==> src/inc/dao_pkg.sv <==
// Purpose: Shared constants and types for the dual converter output port
// Assumes: 8-bit register port, 16-bit sample words
// Notes:   Register offsets index the mode control register space
package dao_pkg;

   // Widths
   localparam int DAO_WORD_W  = 16;
   localparam int DAO_ADDR_W  = 8;
   localparam int DAO_DATA_W  = 8;
   localparam int DAO_UA_W    = 14;

   // Register offsets
   localparam logic [7:0] DAO_REG_OUT_MODE  = 8'h03;
   localparam logic [7:0] DAO_REG_CLK_PHASE = 8'h05;
   localparam logic [7:0] DAO_REG_STATUS    = 8'h06;

   // Output mode register fields
   localparam int DAO_DRV_LSB  = 0;
   localparam int DAO_TERM_BIT = 3;
   localparam int DAO_FMT_LSB  = 4;

   // Clock phase register field
   localparam int DAO_PHASE_LSB = 0;

   // Status register fields
   localparam int DAO_ST_FMT_LSB = 0;
   localparam int DAO_ST_PAR_BIT = 2;
   localparam int DAO_ST_CLK_BIT = 3;
   localparam int DAO_ST_CNT_LSB = 4;

   // Reset values
   localparam logic [7:0] DAO_OUT_MODE_RST  = 8'h04;
   localparam logic [7:0] DAO_CLK_PHASE_RST = 8'h00;

   // Structure defaults
   localparam int DAO_PHASE_TAPS = 4;
   localparam int DAO_PIPE_DEPTH = 2;

   // Output formats
   typedef enum logic [1:0] {
      DAO_FMT_FULL     = 2'h0,
      DAO_FMT_DDR_CMOS = 2'h1,
      DAO_FMT_DDR_LVDS = 2'h2
   } dao_fmt_t;

   // Output half states, Gray along low/high alternation
   typedef enum logic [1:0] {
      DAO_PH_IDLE = 2'h0,
      DAO_PH_LOW  = 2'h1,
      DAO_PH_HIGH = 2'h3
   } dao_half_t;

   // Format field decode, unused code falls back to full rate
   function automatic dao_fmt_t dao_decode_fmt(input logic [1:0] f);
      dao_fmt_t r;
      r = DAO_FMT_FULL;
      if (f == 2'h1) begin
         r = DAO_FMT_DDR_CMOS;
      end else if (f == 2'h2) begin
         r = DAO_FMT_DDR_LVDS;
      end
      return r;
   endfunction

   // Drive code to driver current in microamperes
   function automatic logic [13:0] dao_drive_ua(input logic [2:0] code);
      logic [13:0] r;
      r = 14'hDAC;
      case (code)
         3'h0: r = 14'h6D6;
         3'h1: r = 14'h834;
         3'h2: r = 14'h9C4;
         3'h3: r = 14'hBB8;
         3'h5: r = 14'hFA0;
         3'h6: r = 14'h1194;
         default: r = 14'hDAC;
      endcase
      return r;
   endfunction

endpackage

==> src/inc/dao_ser_if.sv <==
// Purpose: Carries one channel word to its pair serializer
// Assumes: Word width even
// Notes:   Lines are flip-flop outputs of the serializer
interface dao_ser_if #(parameter int W = 16);
   logic [W-1:0]   word;
   logic           load;
   logic           odd_half;
   logic           clear;
   logic [W/2-1:0] lines;

   modport drv (output word, output load, output odd_half, output clear,
                input lines);
   modport ser (input word, input load, input odd_half, input clear,
                output lines);
endinterface

==> src/hw/dao_ddr_ser.sv <==
// Purpose: Packs a sample word onto half as many lines, two bits per line
// Assumes: Load pulses mark each half of the forwarded clock
// Notes:   Line i carries bit 2i then bit 2i+1
module dao_ddr_ser
   import dao_pkg::*;
#(
   parameter int W = DAO_WORD_W
) (
   // Clock and reset
   input wire logic core_clk,
   input wire logic rst,
   // Word and lines
   dao_ser_if.ser   sif
);

   genvar i;
   generate
      for (i = 0; i < W / 2; i++) begin : g_line
         // Even bit in low half, odd bit in high half
         always_ff @(posedge core_clk or posedge rst) begin
            if (rst) begin
               sif.lines[i] <= 1'b0;
            end else if (sif.clear) begin
               sif.lines[i] <= 1'b0;
            end else if (sif.load) begin
               sif.lines[i] <= sif.odd_half ? sif.word[2*i+1]
                                            : sif.word[2*i];
            end
         end
      end
   endgenerate

endmodule

==> src/hw/dao_ddr_port.sv <==
// Purpose: Output formatting of a two-channel 16-bit converter
// Assumes: Encode clock pin is slower than a quarter of core_clk
// Notes:   Forwarded clock follows the sampled encode clock
//
// Operation
// - Two word bits per line per period
// - Even bits while true clock low
// - Odd bits while true clock high
// - Data change on both clock edges
// - Complement clock inverts true clock
// - True clock phase delay is programmable
// - Range flag high on over or under range
// - Both range flags share one line
// - Channel two low, channel one high
// - Differential pairs use same bit order
// - Differential drive current is programmable
// - Optional on-chip pair termination
// - Both channels sampled at one instant
// - Full, DDR single-ended, DDR differential selectable
// - Sixteen-bit word per channel conversion
// - Controller writes mode control registers
// - Flag latency equals data latency
// - Output mode register selects format, drive
// - Seven current levels, 3.5 mA default
// - Termination doubles driver current
module dao_ddr_port
   import dao_pkg::*;
#(
   parameter int PIPE_DEPTH  = DAO_PIPE_DEPTH,
   parameter int PHASE_TAPS  = DAO_PHASE_TAPS
) (
   // Clock and reset
   input  wire logic                  core_clk,
   input  wire logic                  rst,
   // Encode clock and programming straps
   input  wire logic                  enc_clk,
   input  wire logic                  par_mode_pin,
   input  wire logic                  par_lvds_pin,
   // Converter core samples
   input  wire logic [DAO_WORD_W-1:0] ch1_sample,
   input  wire logic [DAO_WORD_W-1:0] ch2_sample,
   input  wire logic                  ch1_over,
   input  wire logic                  ch2_over,
   // Register port
   input  wire logic [DAO_ADDR_W-1:0] reg_addr,
   input  wire logic [DAO_DATA_W-1:0] reg_wdata,
   input  wire logic                  reg_wr,
   input  wire logic                  reg_rd,
   output logic      [DAO_DATA_W-1:0] reg_rdata,
   // Full rate outputs
   output logic      [DAO_WORD_W-1:0] ch1_word,
   output logic      [DAO_WORD_W-1:0] ch2_word,
   output logic                       ch1_range_flag,
   output logic                       ch2_range_flag,
   // Double data rate outputs
   output logic      [DAO_WORD_W/2-1:0] ch1_ddr_lines,
   output logic      [DAO_WORD_W/2-1:0] ch2_ddr_lines,
   output logic                       shared_range_flag,
   // Forwarded clock
   output logic                       fwd_clk_true,
   output logic                       fwd_clk_comp,
   // Differential driver settings
   output logic                       lvds_en,
   output logic                       lvds_term_en,
   output logic      [DAO_UA_W-1:0]   lvds_drive_ua
);

   localparam int PW = $clog2(PHASE_TAPS);

   // Synchronisers
   logic                  enc_meta;
   logic                  enc_sync;
   logic                  enc_prev;
   logic [1:0]            strap_meta;
   logic [1:0]            strap_sync;
   logic                  enc_rise;
   logic                  enc_fall;

   // Registers
   logic [DAO_DATA_W-1:0] output_mode_register;
   logic [DAO_DATA_W-1:0] clock_phase_register;
   dao_fmt_t              fmt;
   logic                  ddr;
   logic [3:0]            sample_cnt;

   // Pipeline and output hold
   logic [DAO_WORD_W-1:0] pipe_w1 [PIPE_DEPTH];
   logic [DAO_WORD_W-1:0] pipe_w2 [PIPE_DEPTH];
   logic                  pipe_o1 [PIPE_DEPTH];
   logic                  pipe_o2 [PIPE_DEPTH];
   logic [DAO_WORD_W-1:0] hold_w1;
   logic [DAO_WORD_W-1:0] hold_w2;
   logic                  hold_o1;
   dao_half_t             half;
   logic                  half_rise;

   // Forwarded clock taps
   logic [PHASE_TAPS-1:0] ph_line;
   logic [PW-1:0]         phase_sel;

   dao_ser_if #(.W(DAO_WORD_W)) ser1 ();
   dao_ser_if #(.W(DAO_WORD_W)) ser2 ();

   // Encode clock pin, two flip-flops then edge detect
   always_ff @(posedge core_clk or posedge rst) begin
      if (rst) begin
         enc_meta <= 1'b0;
         enc_sync <= 1'b0;
         enc_prev <= 1'b0;
      end else begin
         enc_meta <= enc_clk;
         enc_sync <= enc_meta;
         enc_prev <= enc_sync;
      end
   end

   assign enc_rise = enc_sync & ~enc_prev;
   assign enc_fall = ~enc_sync & enc_prev;
   assign half_rise = enc_rise & (half == DAO_PH_LOW);

   // Programming mode straps
   always_ff @(posedge core_clk or posedge rst) begin
      if (rst) begin
         strap_meta <= 2'h0;
         strap_sync <= 2'h0;
      end else begin
         strap_meta <= {par_lvds_pin, par_mode_pin};
         strap_sync <= strap_meta;
      end
   end

   // Mode control register writes
   always_ff @(posedge core_clk or posedge rst) begin
      if (rst) begin
         output_mode_register <= DAO_OUT_MODE_RST;
         clock_phase_register <= DAO_CLK_PHASE_RST;
      end else if (reg_wr) begin
         if (reg_addr == DAO_REG_OUT_MODE) begin
            output_mode_register <= reg_wdata;
         end
         if (reg_addr == DAO_REG_CLK_PHASE) begin
            clock_phase_register <= reg_wdata;
         end
      end
   end

   // Effective format: serial mode uses the register, parallel the strap
   always_comb begin
      if (strap_sync[0]) begin
         fmt = strap_sync[1] ? DAO_FMT_DDR_LVDS : DAO_FMT_FULL;
      end else begin
         fmt = dao_decode_fmt(
                  output_mode_register[DAO_FMT_LSB +: 2]);
      end
   end

   assign ddr = (fmt != DAO_FMT_FULL);
   assign phase_sel = clock_phase_register[DAO_PHASE_LSB +: PW];

   // Register reads, data in the following cycle
   always_ff @(posedge core_clk or posedge rst) begin
      if (rst) begin
         reg_rdata <= '0;
      end else if (reg_rd) begin
         case (reg_addr)
            DAO_REG_OUT_MODE:  reg_rdata <= output_mode_register;
            DAO_REG_CLK_PHASE: reg_rdata <= clock_phase_register;
            DAO_REG_STATUS: begin
               reg_rdata <= '0;
               reg_rdata[DAO_ST_FMT_LSB +: 2] <= fmt;
               reg_rdata[DAO_ST_PAR_BIT]      <= strap_sync[0];
               reg_rdata[DAO_ST_CLK_BIT]      <= fwd_clk_true;
               reg_rdata[DAO_ST_CNT_LSB +: 4] <= sample_cnt;
            end
            default: reg_rdata <= '0;
         endcase
      end else begin
         reg_rdata <= '0;
      end
   end

   // Both channels captured on the same encode edge
   always_ff @(posedge core_clk or posedge rst) begin
      if (rst) begin
         for (int i = 0; i < PIPE_DEPTH; i++) begin
            pipe_w1[i] <= '0;
            pipe_w2[i] <= '0;
            pipe_o1[i] <= 1'b0;
            pipe_o2[i] <= 1'b0;
         end
      end else if (enc_rise) begin
         pipe_w1[0] <= ch1_sample;
         pipe_w2[0] <= ch2_sample;
         pipe_o1[0] <= ch1_over;
         pipe_o2[0] <= ch2_over;
         for (int i = 1; i < PIPE_DEPTH; i++) begin
            pipe_w1[i] <= pipe_w1[i-1];
            pipe_w2[i] <= pipe_w2[i-1];
            pipe_o1[i] <= pipe_o1[i-1];
            pipe_o2[i] <= pipe_o2[i-1];
         end
      end
   end

   // Conversion counter for status
   always_ff @(posedge core_clk or posedge rst) begin
      if (rst) begin
         sample_cnt <= 4'h0;
      end else if (enc_rise) begin
         sample_cnt <= sample_cnt + 4'h1;
      end
   end

   // Half tracking: low half opens each output period
   always_ff @(posedge core_clk or posedge rst) begin
      if (rst) begin
         half <= DAO_PH_IDLE;
      end else begin
         unique case (half)
            DAO_PH_IDLE: if (enc_fall) half <= DAO_PH_LOW;
            DAO_PH_LOW:  if (enc_rise) half <= DAO_PH_HIGH;
            DAO_PH_HIGH: if (enc_fall) half <= DAO_PH_LOW;
            default:     half <= DAO_PH_IDLE;
         endcase
      end
   end

   // Word held for the whole output period
   always_ff @(posedge core_clk or posedge rst) begin
      if (rst) begin
         hold_w1 <= '0;
         hold_w2 <= '0;
         hold_o1 <= 1'b0;
      end else if (enc_fall) begin
         hold_w1 <= pipe_w1[PIPE_DEPTH-1];
         hold_w2 <= pipe_w2[PIPE_DEPTH-1];
         hold_o1 <= pipe_o1[PIPE_DEPTH-1];
      end
   end

   // Full rate outputs change on the falling edge only
   always_ff @(posedge core_clk or posedge rst) begin
      if (rst) begin
         ch1_word       <= '0;
         ch2_word       <= '0;
         ch1_range_flag <= 1'b0;
         ch2_range_flag <= 1'b0;
      end else if (ddr) begin
         ch1_word       <= '0;
         ch2_word       <= '0;
         ch1_range_flag <= 1'b0;
         ch2_range_flag <= 1'b0;
      end else if (enc_fall) begin
         ch1_word       <= pipe_w1[PIPE_DEPTH-1];
         ch2_word       <= pipe_w2[PIPE_DEPTH-1];
         ch1_range_flag <= pipe_o1[PIPE_DEPTH-1];
         ch2_range_flag <= pipe_o2[PIPE_DEPTH-1];
      end
   end

   // Serializer feed: new word at falling edge, held word at rising
   always_comb begin
      ser1.word     = enc_fall ? pipe_w1[PIPE_DEPTH-1] : hold_w1;
      ser2.word     = enc_fall ? pipe_w2[PIPE_DEPTH-1] : hold_w2;
      ser1.load     = ddr & (enc_fall | half_rise);
      ser2.load     = ddr & (enc_fall | half_rise);
      ser1.odd_half = enc_rise;
      ser2.odd_half = enc_rise;
      ser1.clear    = ~ddr;
      ser2.clear    = ~ddr;
   end

   dao_ddr_ser #(.W(DAO_WORD_W)) u_ser1 (
      .core_clk (core_clk),
      .rst      (rst),
      .sif      (ser1.ser)
   );

   dao_ddr_ser #(.W(DAO_WORD_W)) u_ser2 (
      .core_clk (core_clk),
      .rst      (rst),
      .sif      (ser2.ser)
   );

   // Same lines serve single-ended and differential DDR
   assign ch1_ddr_lines = ser1.lines;
   assign ch2_ddr_lines = ser2.lines;

   // Shared range flag: channel two low half, channel one high half
   always_ff @(posedge core_clk or posedge rst) begin
      if (rst) begin
         shared_range_flag <= 1'b0;
      end else if (!ddr) begin
         shared_range_flag <= 1'b0;
      end else if (enc_fall) begin
         shared_range_flag <= pipe_o2[PIPE_DEPTH-1];
      end else if (enc_rise) begin
         shared_range_flag <= hold_o1;
      end
   end

   // Forwarded clock delay taps
   always_ff @(posedge core_clk or posedge rst) begin
      if (rst) begin
         ph_line <= '0;
      end else begin
         ph_line <= {ph_line[PHASE_TAPS-2:0], enc_sync};
      end
   end

   // Tap zero edges coincide with data changes
   assign fwd_clk_true = ph_line[phase_sel];
   assign fwd_clk_comp = ~ph_line[phase_sel];

   // Differential driver settings
   always_ff @(posedge core_clk or posedge rst) begin
      if (rst) begin
         lvds_en       <= 1'b0;
         lvds_term_en  <= 1'b0;
         lvds_drive_ua <= '0;
      end else begin
         lvds_en      <= (fmt == DAO_FMT_DDR_LVDS);
         lvds_term_en <= (fmt == DAO_FMT_DDR_LVDS)
                         & output_mode_register[DAO_TERM_BIT];
         if (fmt != DAO_FMT_DDR_LVDS) begin
            lvds_drive_ua <= '0;
         end else if (output_mode_register[DAO_TERM_BIT]) begin
            lvds_drive_ua <= dao_drive_ua(
               output_mode_register[DAO_DRV_LSB +: 3]) << 1;
         end else begin
            lvds_drive_ua <= dao_drive_ua(
               output_mode_register[DAO_DRV_LSB +: 3]);
         end
      end
   end

endmodule

==> config.mk <==
export PLATFORM = sky130hd
export DESIGN_NAME = dao_ddr_port
export DESIGN_NICKNAME = d
export VERILOG_FILES = /design/src/inc/dao_pkg.sv /design/src/inc/dao_ser_if.sv /design/src/hw/dao_ddr_ser.sv /design/src/hw/dao_ddr_port.sv
export SDC_FILE = /design/constraint.sdc
export NUM_CORES = 1
export LEC_CHECK = 0
export BUFFER_PORTS_ARGS = -buffer_cell sky130_fd_sc_hd__buf_2
export CAP_MARGIN = 0
export CORE_UTILIZATION = 60
export DETAILED_ROUTE_END_ITERATION = 7
export PLACE_DENSITY = 0.95
export SLEW_MARGIN = 20
export SYNTH_ARGS = -nofsm -noshare
export SYNTH_HDL_FRONTEND = slang
export SYNTH_SLANG_ARGS = --single-unit
==> constraint.sdc <==
create_clock -name core_clk -period 10.5 [get_ports core_clk]
set_clock_uncertainty 0.1 [all_clocks]
set_input_delay 0.525 -clock core_clk [delete_from_list [all_inputs] [get_ports core_clk]]
set_output_delay 0.525 -clock core_clk [all_outputs]
set_load 0.01 [all_outputs]
---- Yosys cells after proc, flatten, opt, wreduce, memory -nomap -nowiden ----
Cells that the tools add are included.
cells by class
  bitwise gates (word level) .............. 9
  add/sub/neg operators ................... 1
  reductions and logical operators ........ 8
  eq/ne operators ......................... 18
  magnitude comparators ................... 1
  multiplexer cells ....................... 75
operators with widths
  operator                                                     count
  2-to-1 mux 16 bit                                            6
  one-hot mux 13 bit (6 select lines)                          1
  2-to-1 mux 1 bit                                             56
  2-to-1 mux 14 bit                                            2
  one-hot mux 8 bit (3 select lines)                           1
  == test 8 x 3 -> 1 bit (second input constant)               2
  2-to-1 mux 2 bit                                             6
  == test 8 x 2 -> 1 bit (second input constant)               1
  2-to-1 mux 8 bit                                             1
  == test 2 bit (second input constant)                        3
  == test 3 x 2 -> 1 bit (second input constant)               2
  == test 3 bit (second input constant)                        2
  AND reduction 2 bit                                          3
  bitwise AND 1 bit                                            5
  adder 4 x 1 -> 4 bit (second input constant)                 1
  == test 2 x 1 -> 1 bit (second input constant)               2
  != test 2 x 1 -> 1 bit (second input constant)               2
  != test 2 bit (second input constant)                        2
  one-hot mux 2 bit (2 select lines)                           1
  nonzero test 2 bit                                           2
  == test 3 x 1 -> 1 bit (second input constant)               1
  zero test 3 bit                                              1
  less-than comparator 2 x 3 -> 1 bit (second input constant)  1
  != test 3 bit (second input constant)                        1
  other kinds (5)                                              7
word-level totals
  register bits after elaboration ......... 209
  output and inout bits ................... 77
  input port bits ......................... 57
  word-level logic and storage cells ...... 158

---- Longest topological paths before layout ----
  depth after elaboration ................. 8
  mapped depth ............................ 9
  mapped depth without buffers ............ 6

---- Hierarchy ----
Synthesis repeated with hierarchy kept, for this count alone.
unflattened totals
  cell total of the unflattened synthesis .. 703
  area, all modules ....................... 8587.0 sq um
by module, submodules not included
  module        cells an instance  area each (sq um)  times used  sequential area each (sq um)
  dao_ddr_port  629                7766.2             1           4780.8
  dao_ddr_ser   37                 410.4              2           200.2

---- Worst setup path before layout ----
OpenSTA, ideal clock, no wires.
  path kind ............................... input to register
  from .................................... input port reg_addr[3]
  to ...................................... register clock_phase_register[0]
  buffers on the path ..................... 0
  data required time ...................... 10.275 ns
  setup time .............................. 0.125 ns
  arrival ................................. 1.911 ns
  cell stages on the path ................. 4
  path slack .............................. 8.364 ns
  path through ............................ or4b_4 -> nor4_4 -> nand2_4 -> mux2_4
on the way
  cells in the longest elaborated chain, start to end .. 2
RTL lines
  item                                  RTL line             source
  start: declaration                    dao_ddr_port.sv:45   input wire logic [DAO_ADDR_W-1:0] reg_addr,
  == test 8 x 3 -> 1 bit                dao_ddr_port.sv:141  if (reg_addr == DAO_REG_CLK_PHASE) begin
  AND reduction 2 bit (no source line)  n/a
  end signal: assignment                dao_ddr_port.sv:142  clock_phase_register <= reg_wdata;
  end: declaration                      dao_ddr_port.sv:81   logic [DAO_DATA_W-1:0] clock_phase_register;
Every way passes these cells.
A chain may end at the register's enable or synchronous reset.

==> flow_summary.yaml <==
outcome:
  status: "finished, final reports clean"
sta:
  fmax_ghz: 0.387
  tightest_slew_ns: 1.16
  hold_viol: 0
  setup_viol: 0
  fin_hold_ws_ns: 0.0508
  tns_ns: 0
  period_share_pct: 24.6
  period_needed_ns: 2.58
  rsz0062_at_grt: "false"
  slew_headroom_pct: 22.1
  drv_slew: 0
floorplanning:
  die_x_um: 120
  initial_core_util_pct: 62.1
  io_pins: 134
  fp.dieH_um: 120
  row_count: 42
  dieArea_um2: 14300
  core_area_um2: 13400
synthesis:
  yosys_warnings: 0
  synthCells: 698
  synth_area_leaders: "dfrtp_1 (62%), mux2_1 (10%), a21oi_1 (4.5%), nand2_1 (3.0%), nand2b_1 (3.0%)"
  synth_top_area_share_pct: 62.0
  synth_cell_types: 45
  ys_ff_latch: 207
  syn_area_um2: 8320
  synth_edf_count: 0
  yosysSeqAreaShare_pct: 62.3
  async_reset_ff_share_pct: 100
  synth_area_per_cell_um2: 11.9
  synth_most_common_cell: "dfrtp_1"
  synthTopCellsByCount: "dfrtp_1 (206), mux2_1 (77), a21oi_1 (74), nand2_1 (67), nand2b_1 (40)"
  synth_nets: 760
  yosys.area.top_type: "dfrtp_1"
  ys.flop_type: "dfrtp_1"
pwr:
  vdd_drop_max_mv: 0.163
  p_per_area_nw_per_um2: 206
  leakagePower_nw: 4.68
  power_w: 0.00204
global_routing:
  grt_usage_pct: 26.5
  grt_pass1_vias: 5819
  antenna_found_initial: 1
  grt_start_max_net_pins: 127
  grt_first_pass_wirelength_mm: 29.7
  grt-ovfl-total: 0
clocking:
  cts-resized-gates: 0
  numCtsBuffers: 21
  cts_root_buffer: "clkbuf_16"
  cts.path.max_buffers: 3
  clkLatencyLatePin_ns: 0.48
  cts_hold_buf: 0
  htreeDepth: 1
  clkTransAtPathRegs_ns: 0.06
  cts_sinks: 207
  cts_setup_buffers: 0
  cts_tree: "done"
critical_path:
  end_kind: "register"
  path_cells: "inv_1 -> ha_4 -> buf_4 -> o211ai_1 -> o211ai_1 -> a21oi_1"
  cp.arrival_ns: 2.81
  reg2reg_setup_slack_ns: 7.92
  critPathKind: "register to register"
  crit_required_ns: 10.72
  crit_path_start_kind: "register"
  slowest_stage: "buf_4"
  worstPathMaxFanout: 68
  crit_top_cell: "o211ai_1"
  crit_path_max_incr_delay_ns: 0.75
route:
  viasPerCell: 5.69
  wire_per_inst_um: 18.0
  drtPass1Iterations: 5
  drc_errors: 0
  vias: 5728
  wirelength_mm: 18.1
  drtIter0Drc: 394
  drtAntennaViolNets: 0
worst_hold_path:
  hp-class: "input port to register"
flow_run:
  cap_violations: 0
placed_design:
  io_buffers: 132
  dp.cells: 967
  gp_congestion: 0.842
  dp_hpwl_mm: 11.0
final_layout:
  drive_gt1_share_pct: 23.3
  num-nets-final: 877
  final_cell_count_no_fill: 1006
  syn2layout_area_growth_pct: 18.6
state kept, by name, indices dropped and copies added, names as in the netlist, 13 cells and up:
name / flops
pipe_w2: 32
lvds_drive_ua: 13
ch2_word: 16
pipe_w1: 32
hold_w2: 16
hold_w1: 16
ch1_word: 16
power breakdown:
group | internal [W] | switching, W
logic | 0.000112 | 0.000154
registers | 0.000917 | 0.0000678
clock network | 0.000488 | 0.000298
through the flow:
stage	setup slack, ns	instance area [µm²]	util, %
6_report	7.92	9860	73.6
2_1_floorplan	4.22	8320	-
3_3_place_gp	8.00	9090	67.9
3_5_place_dp	8.02	9100	67.9
4_1_cts	7.92	9830	73.3
5_1_grt	7.73	9860	73.6
layout make-up:
class | count | area [µm²]
diodes | 1 | 2.50
fillers | 855 | 3540
inverters | 43 | 169
clock buffers | 28 | 582
clock inverters | 9 | 149
repair buffers | 136 | 714
flip-flops and latches | 207 | 5180
well taps | 176 | 220
multi-input cells | 406 | 2840
metal layers:
layer	vias to the layer above	part of all wire [%]	track usage, %
met3	48	5.7	4.90
met5	-	0	0
met4	0	3.8	10.4
met2	197	50	43.8
met1	2865	40	34.8
li1	2618	-	-
path summary, 6_finish.rpt:
kind                                          from                              end  cells after the start
setup / recovery              ph_line[0]$_DFF_PP0_  u_ser2.sif.lines[6]$_DFFE_PP0P_                      6
hold / removal                        par_mode_pin          strap_meta[0]$_DFF_PP0_                      1
setup reg to reg              ph_line[0]$_DFF_PP0_  u_ser2.sif.lines[6]$_DFFE_PP0P_                      6
hold reg to reg            strap_meta[1]$_DFF_PP0_          strap_sync[1]$_DFF_PP0_                      0
max in group asynchronous                      rst          pipe_w1[16]$_DFFE_PP0N_                      3
min in group asynchronous                      rst                lvds_en$_DFF_PP0_                      2
placed cells by master (no fill, tap or decap), types with 5 or more instances in the layout:
master and instances:
dfrtp_1 206, buf_2 132, mux2_1 77, a21oi_1 73
nand2_1 67, nand2b_1 40, inv_1 38, o211ai_1 33
o21ai_1 25, clkbuf_16 21, nor2_1 13, o21ai_0 12
a22oi_1 8, mux2_4 8, nor3_1 5
kinds of logic after synthesis:
kind of cell	Yosys count	synth area share, %
DFF	207	62.3
AOI/OAI and AO/OA	160	11.1
and+or+nand+nor	148	9.07
muxes	87	12.3
buffers and inverters	85	3.88
adders and majority gates	5	0.752
xor gates and xnor gates	5	0.527
other	1	0.0451
worst max-delay path: cells and delay by family (launching register included):
family | cells | cell delay, ns
DFF | 1 | 0.45
AOI/OAI and AO/OA | 3 | 0.49
adders and majority gates | 1 | 0.46
buffers and inverters | 2 | 0.88
Note: power is estimated with default switching activity, not from simulation.
